--- config.mk ---
export PLATFORM = sky130hd
export DESIGN_NAME = bssb_exec
export DESIGN_NICKNAME = d
export VERILOG_FILES = /design/src/verilog/bssb_sub_core.v /design/src/verilog/bssb_exec.v
export VERILOG_INCLUDE_DIRS = /design/src /design/src/verilog
export SDC_FILE = /design/constraint.sdc
export NUM_CORES = 1
export LEC_CHECK = 0
export ABC_AREA = 1
export ABC_CLOCK_PERIOD_IN_PS = 2600
export BUFFER_PORTS_ARGS = -buffer_cell sky130_fd_sc_hd__clkbuf_2
export CAP_MARGIN = 25
export CORE_MARGIN = 1
export CORE_UTILIZATION = 47
export CTS_CLUSTER_DIAMETER = 80
export DETAILED_ROUTE_END_ITERATION = 8
export PLACE_DENSITY = 0.89
export SETUP_SLACK_MARGIN = 0.4
export SLEW_MARGIN = 30
export SYNTH_ARGS = -nofsm -noshare
export SYNTH_HDL_FRONTEND = slang
export SYNTH_SLANG_ARGS = --single-unit
export TNS_END_PERCENT = 1
--- constraint.sdc ---
create_clock -name mclk_i -period 2.6 [get_ports mclk_i]
set_input_delay 0.39 -clock mclk_i [delete_from_list [all_inputs] [get_ports mclk_i]]
set_output_delay 0.39 -clock mclk_i [all_outputs]
set_load 0.1 [all_outputs]
--- src/verilog/bssb_defines.vh ---
// Constants shared by the bank-select and subtract-with-borrow execute block.
`ifndef BSSB_DEFINES_VH
`define BSSB_DEFINES_VH
`define BSSB_OP_SEL_BANK0 8'h4f
`define BSSB_OP_SEL_BANK1 8'h5f
`define BSSB_OP_SBC_RR 8'h32
`define BSSB_OP_SBC_RIR 8'h33
`define BSSB_OP_SBC_GG 8'h34
`define BSSB_OP_SBC_GIR 8'h35
`define BSSB_OP_SBC_GIM 8'h36
`define BSSB_CYC_SHORT 3'h4
`define BSSB_CYC_LONG 3'h6
`define BSSB_FLAG_BANK 0
`define BSSB_FLAG_H 2
`define BSSB_FLAG_D 3
`define BSSB_FLAG_V 4
`define BSSB_FLAG_S 5
`define BSSB_FLAG_Z 6
`define BSSB_FLAG_C 7
`define BSSB_FLAGS_RESET 8'h00
`define BSSB_REG_FLAGS 32'h0000_0000
`define BSSB_REG_STATUS 32'h0000_0004
`define BSSB_REG_SET1 32'h0000_0008
`endif

--- src/verilog/bssb_sub_core.v ---
// Combinational subtract-with-borrow core and its flag results.
`timescale 1ns/10ps
`default_nettype none
module bssb_sub_core #(
  parameter W = 8
) (
  input wire [W-1:0] dst_i,
  input wire [W-1:0] src_i,
  input wire carry_i,
  output wire [W-1:0] res_o,
  output wire c_o,
  output wire z_o,
  output wire s_o,
  output wire v_o,
  output wire h_o
);
  // Two's complement of source plus incoming borrow: dst + ~src + !c.
  wire [W:0] sum;
  wire [4:0] low;
  assign sum = {1'b0, dst_i} + {1'b0, ~src_i} + {{W{1'b0}}, ~carry_i};
  assign low = {1'b0, dst_i[3:0]} + {1'b0, ~src_i[3:0]} + {4'h0, ~carry_i};
  assign res_o = sum[W-1:0];
  assign c_o = ~sum[W];
  assign z_o = (sum[W-1:0] == {W{1'b0}});
  assign s_o = sum[W-1];
  assign v_o = (dst_i[W-1] != src_i[W-1]) && (sum[W-1] == src_i[W-1]);
  assign h_o = ~low[4];
endmodule // bssb_sub_core
`default_nettype wire

--- src/verilog/bssb_exec.v ---
// Execute stage for select-bank and subtract-with-borrow, with a Wishbone view.
//
// What this block does
// - Opcode 4f clears bank bit in four cycles.
// - Opcode 5f sets bank bit in four cycles.
// - Bank selects leave all arithmetic flags unchanged.
// - Bank one addresses only when second bank exists.
// - Subtract with borrow writes dst, source untouched.
// - Subtract by adding complemented source plus inverted borrow.
// - Carry set when a borrow occurs.
// - Zero set when all result bits zero.
// - Sign follows result bit seven.
// - Overflow on opposite signs, result matches source.
// - Decimal-adjust flag always set by subtraction.
// - Half-carry cleared on carry out of bit three.
`timescale 1ns/10ps
`default_nettype none
`include "bssb_defines.vh"
module bssb_exec #(
  parameter HAS_BANK1 = 1
) (
  input wire mclk_i,
  input wire reset_i,
  input wire issue_i,
  input wire [7:0] opcode_i,
  input wire [7:0] dst_val_i,
  input wire [7:0] src_val_i,
  input wire set1_req_i,
  input wire [7:0] set1_addr_i,
  input wire [31:0] wb_adr_i,
  input wire [31:0] wb_dat_i,
  input wire [3:0] wb_sel_i,
  input wire wb_we_i,
  input wire wb_cyc_i,
  input wire wb_stb_i,
  output reg [31:0] wb_dat_o,
  output reg wb_ack_o,
  output reg busy_o,
  output reg done_o,
  output reg illegal_o,
  output reg dst_we_o,
  output reg [7:0] dst_data_o,
  output reg [7:0] flags_o,
  output reg set1_req_o,
  output reg [7:0] set1_addr_o,
  output reg set1_bank_o
);
  localparam ST_IDLE = 3'b001;
  localparam ST_RUN = 3'b010;
  localparam ST_DONE = 3'b100;

  // Decodes opcodes 32 to 36; shared by the flag update and the write-back in the done state.
  function is_sbc;
    input [7:0] op;
    begin
      is_sbc = (op >= `BSSB_OP_SBC_RR) && (op <= `BSSB_OP_SBC_GIM);
    end
  endfunction

  // Length of each known opcode in cycles, issue cycle included; zero marks an unknown one.
  // Acceptance and the countdown both come from here, so they cannot disagree.
  function [2:0] op_cycles;
    input [7:0] code;
    begin
      case (code)
        `BSSB_OP_SEL_BANK0: begin
          op_cycles = `BSSB_CYC_SHORT;
        end
        `BSSB_OP_SEL_BANK1: begin
          op_cycles = `BSSB_CYC_SHORT;
        end
        `BSSB_OP_SBC_RR: begin
          op_cycles = `BSSB_CYC_SHORT;
        end
        `BSSB_OP_SBC_RIR: begin
          op_cycles = `BSSB_CYC_LONG;
        end
        `BSSB_OP_SBC_GG: begin
          op_cycles = `BSSB_CYC_LONG;
        end
        `BSSB_OP_SBC_GIR: begin
          op_cycles = `BSSB_CYC_LONG;
        end
        `BSSB_OP_SBC_GIM: begin
          op_cycles = `BSSB_CYC_LONG;
        end
        default: begin
          op_cycles = 3'h0;
        end
      endcase
    end
  endfunction

  reg [2:0] state;
  reg [2:0] next_state;
  reg [2:0] cnt;
  reg [7:0] op;
  reg [7:0] dst_q;
  reg [7:0] src_q;
  reg [7:0] next_flags;
  reg bank_eff;
  reg [2:0] next_cnt;
  reg [7:0] next_op;
  reg [7:0] next_dst;
  reg [7:0] next_src;
  reg next_busy;
  reg next_done;
  reg next_illegal;
  reg next_dst_we;
  reg [7:0] next_dst_data;
  reg [31:0] next_wb_dat;
  reg next_wb_ack;
  reg next_set1_req;
  reg [7:0] next_set1_addr;
  reg next_set1_bank;
  wire [7:0] res;
  wire f_c;
  wire f_z;
  wire f_s;
  wire f_v;
  wire f_h;
  wire known_op;
  wire wb_req;

  assign known_op = (op_cycles(opcode_i) != 3'h0);
  assign wb_req = wb_cyc_i && wb_stb_i && !wb_ack_o;

  // The subtractor works on operands captured at issue, so the register file may move on.
  bssb_sub_core #(
    .W(8)
  ) u_core (
    .dst_i(dst_q),
    .src_i(src_q),
    .carry_i(flags_o[`BSSB_FLAG_C]),
    .res_o(res),
    .c_o(f_c),
    .z_o(f_z),
    .s_o(f_s),
    .v_o(f_v),
    .h_o(f_h)
  );

  // The countdown is loaded at issue, so the run state leaves when it reaches one.
  always @* begin
    next_state = state;
    case (state)
      ST_IDLE: begin
        if (issue_i && known_op) begin
          next_state = ST_RUN;
        end
      end
      ST_RUN: begin
        if (cnt == 3'h1) begin
          next_state = ST_DONE;
        end
      end
      ST_DONE: begin
        next_state = ST_IDLE;
      end
      default: begin
        next_state = ST_IDLE;
      end
    endcase
  end

  // Flags after the finishing cycle of the instruction held in op.
  always @* begin
    next_flags = flags_o;
    case (op)
      `BSSB_OP_SEL_BANK0: begin
        next_flags[`BSSB_FLAG_BANK] = 1'b0;
      end
      `BSSB_OP_SEL_BANK1: begin
        next_flags[`BSSB_FLAG_BANK] = 1'b1;
      end
      default: begin
        if (is_sbc(op)) begin
          next_flags[`BSSB_FLAG_C] = f_c;
          next_flags[`BSSB_FLAG_Z] = f_z;
          next_flags[`BSSB_FLAG_S] = f_s;
          next_flags[`BSSB_FLAG_V] = f_v;
          next_flags[`BSSB_FLAG_D] = 1'b1;
          next_flags[`BSSB_FLAG_H] = f_h;
        end
      end
    endcase
  end

  // Bank 1 is only reachable when the second bank is built in.
  always @* begin
    bank_eff = (HAS_BANK1 != 0) && flags_o[`BSSB_FLAG_BANK];
  end

  // Next values of the execute registers. An issue with an unknown opcode leaves them all
  // untouched apart from the illegal pulse; an issue made while busy is ignored, with no pulse.
  always @* begin
    next_cnt = cnt;
    next_op = op;
    next_dst = dst_q;
    next_src = src_q;
    next_busy = busy_o;
    next_done = 1'b0;
    next_illegal = 1'b0;
    next_dst_we = 1'b0;
    next_dst_data = dst_data_o;
    case (state)
      ST_IDLE: begin
        if (issue_i) begin
          if (known_op) begin
            next_op = opcode_i;
            next_dst = dst_val_i;
            next_src = src_val_i;
            next_busy = 1'b1;
            // The issue cycle counts as the first of the instruction.
            next_cnt = op_cycles(opcode_i) - 3'h2;
          end else begin
            next_illegal = 1'b1;
          end
        end
      end
      ST_RUN: begin
        next_cnt = cnt - 3'h1;
      end
      ST_DONE: begin
        next_busy = 1'b0;
        next_done = 1'b1;
        // Only a subtract writes back; the bank selects touch the flags alone.
        if (is_sbc(op)) begin
          next_dst_we = 1'b1;
          next_dst_data = res;
        end
      end
      default: begin
        next_busy = 1'b0;
      end
    endcase
  end

  // Sequencing registers: state, countdown and the operands captured at issue.
  always @(posedge mclk_i or posedge reset_i) begin
    if (reset_i) begin
      state <= ST_IDLE;
      cnt <= 3'h0;
      op <= 8'h00;
      dst_q <= 8'h00;
      src_q <= 8'h00;
    end else begin
      state <= next_state;
      cnt <= next_cnt;
      op <= next_op;
      dst_q <= next_dst;
      src_q <= next_src;
    end
  end

  // Port registers. The flags change only in the finishing cycle, so a subtract reads
  // the carry left by the instruction before it, never a half-updated one.
  always @(posedge mclk_i or posedge reset_i) begin
    if (reset_i) begin
      flags_o <= `BSSB_FLAGS_RESET;
      busy_o <= 1'b0;
      done_o <= 1'b0;
      illegal_o <= 1'b0;
      dst_we_o <= 1'b0;
      dst_data_o <= 8'h00;
    end else begin
      busy_o <= next_busy;
      done_o <= next_done;
      illegal_o <= next_illegal;
      dst_we_o <= next_dst_we;
      dst_data_o <= next_dst_data;
      if (state == ST_DONE) begin
        flags_o <= next_flags;
      end
    end
  end

  // Set 1 address path; registered so a request after done sees the new bank.
  always @* begin
    next_set1_req = set1_req_i;
    next_set1_addr = set1_addr_i;
    next_set1_bank = bank_eff;
  end

  always @(posedge mclk_i or posedge reset_i) begin
    if (reset_i) begin
      set1_req_o <= 1'b0;
      set1_addr_o <= 8'h00;
      set1_bank_o <= 1'b0;
    end else begin
      set1_req_o <= next_set1_req;
      set1_addr_o <= next_set1_addr;
      set1_bank_o <= next_set1_bank;
    end
  end

  // Register map seen by software. All words are read-only: a write is acknowledged
  // and dropped, and an unmapped address reads zero.
  function [31:0] reg_read;
    input [31:0] adr;
    input [7:0] flags;
    input [2:0] count;
    input [2:0] pulses;
    input bank;
    input [7:0] addr;
    begin
      case (adr)
        `BSSB_REG_FLAGS: begin
          reg_read = {24'h000000, flags};
        end
        `BSSB_REG_STATUS: begin
          reg_read = {24'h000000, count, 2'b00, pulses};
        end
        `BSSB_REG_SET1: begin
          reg_read = {23'h000000, bank, addr};
        end
        default: begin
          reg_read = 32'h0000_0000;
        end
      endcase
    end
  endfunction

  // Ack comes one cycle after the strobe. The request term masks itself while ack
  // stands, so a strobe still high in the ack cycle gets no second ack; a strobe held one cycle past it is acked again.
  always @* begin
    next_wb_ack = wb_req;
    next_wb_dat = 32'h0000_0000;
    if (wb_req && !wb_we_i) begin
      next_wb_dat = reg_read(wb_adr_i, flags_o, cnt, {illegal_o, done_o, busy_o},
                             bank_eff, set1_addr_o);
    end
  end

  always @(posedge mclk_i or posedge reset_i) begin
    if (reset_i) begin
      wb_ack_o <= 1'b0;
      wb_dat_o <= 32'h0000_0000;
    end else begin
      wb_ack_o <= next_wb_ack;
      wb_dat_o <= next_wb_dat;
    end
  end
endmodule // bssb_exec
`default_nettype wire

==> flow_summary.yaml, run 1 <==
detailed_routing:
  first_pass_iters: 5
  drt_iter0_drc: 125
  postRouteAntennaNets: 0
  route.detailed.drc: 0
  wl_mm: 8.01
  vias_per_cell: 4.69
  wl_per_cell_um: 11.6
  via_count: 3233
setup_path:
  crit_fanout: 4
  r2r-start: "flags_o[7]"
  worst-r2r-setup-slack_ps: 690
  crit_arrival_ps: 2150
  critPathBufInv: 1
  required_ps: 2840
  r2r-end: "flags_o[6]"
  crit_family: "simple AND/OR/NAND/NOR gates"
  path_common_cell: "nand2_1"
  critPathKind: "register to register"
  crit_slowest_cell: "dfrtp_1"
  crit_chain: "fa_1, inv_1, fa_1, nand3_1, nand2_1, nand2_1, nand2_1, nand2_1, nand2_1, nor2_1, nand2_1, nand2_1"
  end_kind: "register"
  rr_worst_depth: 12
  critPathLaunchType: "register"
  critPathMaxStageDelay_ps: 440
logic_synthesis:
  synth_cells: 470
  synthesis.area_um2: 3630
  syn_area_per_cell_um2: 7.71
  ys_ff_latch: 69
  ys_seq_area_share_pct: 47.7
  ys_types: 27
  ys_warn_count: 0
finish:
  multiInputGateArea_um2: 1510
  n_antenna_cell: 0
  drive_gt1_share_pct: 24.6
  seqCellArea_um2: 1730
  nets: 703
  num-fill-cells: 642
  syn_to_final_growth_pct: 22.4
timing:
  setup_violations: 0
  period_minus_slack_ps: 1910
  whs_ps: 154
  fin_worst_skew_ps: 6.50
  hold_viol: 0
  fin_crit_sh_pct: 73.4
  rsz0062_at_grt: "no"
  fmax_ghz: 0.524
  finalSetupTns_ps: 0
  maxSlewHeadroom_pct: 46.0
  tightest_slew_ps: 808
  maxSlewViolCount: 0
global_routing:
  grt_pass1_wl_mm: 13.7
  gr-total-overflow: 0
  grtUsageTotal_pct: 21.3
  grt_max_degree: 42
  grt_pass1_vias: 3099
  antenna_found_initial: 0
min_path:
  hp-start: "set1_addr_i[5]"
  min_to: "set1_addr_o[5]"
  hold_depth: 1
  hold_path_class: "input port to register"
power:
  cellLeakagePower_uw: 0.00252
  vdd_drop_max_mv: 0.309
  power_per_cell_area_nw_per_um2: 747
floorplan:
  num_rows: 31
  die_w_um: 89.8
  fp.dieArea_um2: 8070
  die_y_um: 89.8
  initial_utilization_pct: 49.2
  core_um2: 7370
  ios: 170
status:
  outcome: "complete, no violations"
clocking:
  cts_resized: 0
  cts-root-buf: "clkbuf_8"
  numCtsBuffers: 9
  cts.sinks: 69
  path_clk_slew_ps: 70
  h-tree-depth: 3
  tritoncts: "done"
  clk_latency_ps: 340
  hold_buffers: 0
  cts_buffer_depth: 2
  post-cts-setup-buffers: 0
placed_design:
  io_buffers: 109
  gp_congestion: 0.854
  hpwlAfterDp_mm: 6.14
job:
  max-cap-violations: 0
==> flip-flops by register name, indices dropped and copies added (netlist names), 3 cells and up <==
register     flops
wb_dat_o         9
dst_data_o       8
dst_q            8
op               8
set1_addr_o      8
src_q            8
flags_o          7
cnt              3
state            3
==> cells in the mapped netlist (all sizes together) <==
| cell | n | area [um^2] |
|---|---|---|
| nand3 | 29 | 150 |
| xnor2 | 2 | 17.5 |
| clkbuf | 1 | 5.00 |
| nor3 | 15 | 85.1 |
| ha | 9 | 113 |
| nor4 | 1 | 6.26 |
| nor2 | 61 | 259 |
| o21ai | 27 | 135 |
| dfrtp | 68 | 1700 |
| dfstp | 1 | 26.3 |
| o22ai | 1 | 6.26 |
| nand2 | 149 | 567 |
| inv | 64 | 240 |
| conb | 1 | 3.75 |
| buf | 31 | 230 |
| fa | 2 | 40.0 |
| clkinv | 1 | 3.75 |
| a21oi | 6 | 30.0 |
| or2 | 1 | 6.26 |
==> how the worst max path moves through the flow <==
stage                           from    endpoint  cells past startpoint
after CTS                 flags_o[7]  flags_o[6]                     10
after floorplan              reset_i      busy_o                      1
after global routing      flags_o[7]  flags_o[6]                     10
final                     flags_o[7]  flags_o[6]                     12
after global placement    flags_o[7]  flags_o[6]                     10
after detailed placement  flags_o[7]  flags_o[6]                     12
==> cell families after synthesis <==
| kind of cell | after synthesis | share of synthesized area [%] |
|---|---|---|
| compound gates | 34 | 4.73 |
| flops | 69 | 47.7 |
| xor+xnor | 2 | 0.483 |
| fa+ha+maj | 11 | 4.21 |
| simple gates | 256 | 29.6 |
| other cells | 1 | 0.103 |
| buf+inv | 97 | 13.2 |
==> power breakdown <==
group          switching [uW]  total, uW  internal [uW]
combinational             678        944            266
sequential               61.0       1250           1190
clock                     392       1120            730
==> stage by stage <==
stage	setup WS, ps	std cells	cell area [um^2]	utilization [%]	power, uW
2_1_floorplan	472	493	3710	-	2020
3_3_place_gp	740	673	4180	56.7	2160
3_5_place_dp	713	673	4180	56.7	2200
4_1_cts	698	689	4440	60.2	3330
5_1_grt	501	689	4440	60.2	3510
6_report	692	689	4440	60.2	3320
==> worst reg2reg max path, cell delays in order (launching register included) <==
cell	delay, ps
dfrtp_1	440
fa_1	370
inv_1	90
fa_1	220
nand3_1	110
nand2_1	120
nand2_1	80
nand2_1	80
nand2_1	50
nand2_1	80
nor2_1	50
nand2_1	60
nand2_1	40
==> area by class of cell <==
type,instances,area share (%)
Clock buffer,9,2.79
Clock inverter,7,3.10
Inverter,65,5.50
Multi-Input combinational cell,327,33.9
Sequential cell,69,38.9
Tap cell,99,2.79
Timing Repair Buffer,113,13.0
==> cells in the final DEF (no fill, tap or decap), drive strengths merged, types with 4 or more instances in the layout <==
cell,instances
nand2,149
inv,64
bufinv,4
nor2,61
o21ai,27
nor3,15
conb,24
buf,4
dfrtp,68
a21oi,6
nand3,29
clkbuf,118
ha,9
==> layer usage <==
metal | up-vias | share of wire [%] | global-route usage [%]
met4 | 0 | 2.2 | 9.84
met3 | 18 | 5.7 | 5.33
met2 | 128 | 49 | 36.7
li1 | 1620 | - | -
met5 | - | 0 | 0
met1 | 1467 | 43 | 25.1
Power figures use the tool's default switching activity.
==> run 2, diff against run 1 <==
ABC_CLOCK_PERIOD_IN_PS = 1500   (was 2600)
CORE_UTILIZATION = 42   (was 47)
PLACE_DENSITY = 0.84   (was 0.89)
clock period = 1.5 ns   (was 2.6 ns; I/O delays follow)
==> flow_summary.yaml, run 2 (same netlist as run 1, synthesis figures left out) <==
detailed_routing:
  route.detailed.drc: 0
  drt_iter0_drc: 124
  wl_mm: 9.12
  vias_per_cell: 4.65
  wl_per_cell_um: 12.6
  first_pass_iters: 6
  via_count: 3356
  postRouteAntennaNets: 0
finish:
  nets: 730
  largest_reg_flops: 9
  num-fill-cells: 599
  syn_to_final_growth_pct: 52.7
  drive_gt1_share_pct: 34.2
  final_area_um2: 5540
  final_cell_mix: "nand2_1, clkbuf_2, dfrtp_1"
  layout_commonest_cell: "nand2_1"
  n_antenna_cell: 0
  fin_cells: 722
  top_register: "wb_dat_o"
min_path:
  hold_depth: 1
  hold_path_class: "input port to register"
  min_to: "set1_addr_o[1]"
  hp-start: "set1_addr_i[1]"
placed_design:
  io_buffers: 109
  pre_cts_slack_ps: -385
  place_inst: 697
  hpwlAfterDp_mm: 6.15
  dpl_cell_area_um2: 4380
  gp_congestion: 0.861
floorplan:
  core_um2: 8300
  fp.dieArea_um2: 9010
  num_rows: 33
  die_y_um: 94.9
  ios: 170
  die_w_um: 94.9
  initial_utilization_pct: 43.7
clocking:
  cts.sinks: 69
  cts_buffer_depth: 2
  cts-root-buf: "clkbuf_8"
  h-tree-depth: 3
  path_clk_slew_ps: 70
  tritoncts: "done"
  clk_latency_ps: 340
  numCtsBuffers: 9
timing:
  maxSlewViolCount: 0
  setup_violations: 12
  hold_viol: 0
  fin_worst_skew_ps: 11.1
  fmax_ghz: 0.550
  period_minus_slack_ps: 1820
  fin_crit_sh_pct: 121
  rsz0062_at_grt: "yes"
  whs_ps: 8.24
  timing.final.ws_setup_ps: -317
power:
  vdd_drop_max_mv: 0.437
  power_per_cell_area_nw_per_um2: 1010
  finalPower_uw: 5620
  cellLeakagePower_uw: 0.00287
setup_path:
  r2r-start: "src_q[0]"
  required_ps: 1770
  end_kind: "register"
  worst-r2r-setup-slack_ps: -320
  rr_worst_depth: 10
  critPathKind: "register to register"
  r2r-end: "flags_o[6]"
  critPathLaunchType: "register"
  crit_arrival_ps: 2090
  crit_fanout: 2
global_routing:
  grtUsageTotal_pct: 21.1
  gr-total-overflow: 0
  antenna_found_initial: 0
  grt_max_degree: 70
  grt_pass1_vias: 3350
  grt_pass1_wl_mm: 14.8
job:
  max-cap-violations: 0
status:
  violations: "setup timing"
  outcome: "complete, but fails checks"
==> run 2: cell count changes in the layout (fill, tap and decap cells not counted), moves of 7 or more <==
cell | before | now
nor2_2 | 3 | 15
nand2_2 | 3 | 10
buf_12 | 0 | 8
nand2_1 | 146 | 137
inv_1 | 61 | 54
dlygate4sd3_1 | 0 | 8
clkbuf_2 | 109 | 70
nor2_1 | 55 | 37
clkbuf_16 | 0 | 33
buf_4 | 4 | 21
==> run 2: critical path: stages, from the launching register on <==
cell and delay (ps):
dfrtp_1 410, fa_2 380, inv_2 80, fa_2 430, inv_2 60, nand3_1 60, nor2_1 90, nand2_1 60
nor2_1 80, nand2_1 50, nand2_1 50
==> run 2: repair_timing <==
| item | in CTS | in global routing |
|---|---|---|
| gates resized for setup | 138 | 43 |
| pin swaps | 14 | 21 |
| buffers inserted | 1 | 0 |
| endpoints found under the hold margin | 75 | 0 |
| hold buffers | 8 | 0 |
| setup endpoints to repair | 94 | 95 |
==> run 2: final cells by class <==
| cell class | instances | area, um^2 | share of cell area (%) |
|---|---|---|---|
| clock buffers | 14 | 153 | 2.76 |
| clock inverters | 2 | 10.0 | 0.181 |
| inverters | 65 | 253 | 4.56 |
| repair buffers | 140 | 1570 | 28.4 |
| flip-flops and latches | 69 | 1730 | 31.3 |
| well taps | 105 | 131 | 2.37 |
| multi-input cells | 327 | 1690 | 30.4 |
==> run 2: power breakdown <==
group	leakage [uW]	switching [uW]	internal, uW
logic	0.00190	1320	804
clock network	0.0000844	660	644
registers	0.000888	125	2060
total	0.00287	2110	3510
==> run 2: per-stage QoR <==
step	setup TNS, ps	utilization [%]
2_1_floorplan	-1080	-
3_3_place_gp	-1250	52.7
3_5_place_dp	-2460	52.7
4_1_cts	-1380	65.2
5_1_grt	-3400	66.7
6_report	-1540	66.7
==> run 2: worst max-delay path by stage <==
stage                         from         end  slack (ps)  cells past startpoint
after floorplan           dst_q[0]  flags_o[6]        -240                     11
after global placement    dst_q[0]  flags_o[6]        -290                     11
after detailed placement  src_q[0]  flags_o[7]        -380                     10
after CTS                 src_q[0]  flags_o[6]        -330                     10
after global routing      dst_q[0]  flags_o[6]        -490                     11
final                     src_q[0]  flags_o[6]        -320                     10
==> run 2: layer usage <==
metal,global-route usage [%],part of all wire (%)
met3,2.66,5.0
met2,38.3,51
met1,24.8,42
met5,0,0
met4,9.47,2.7
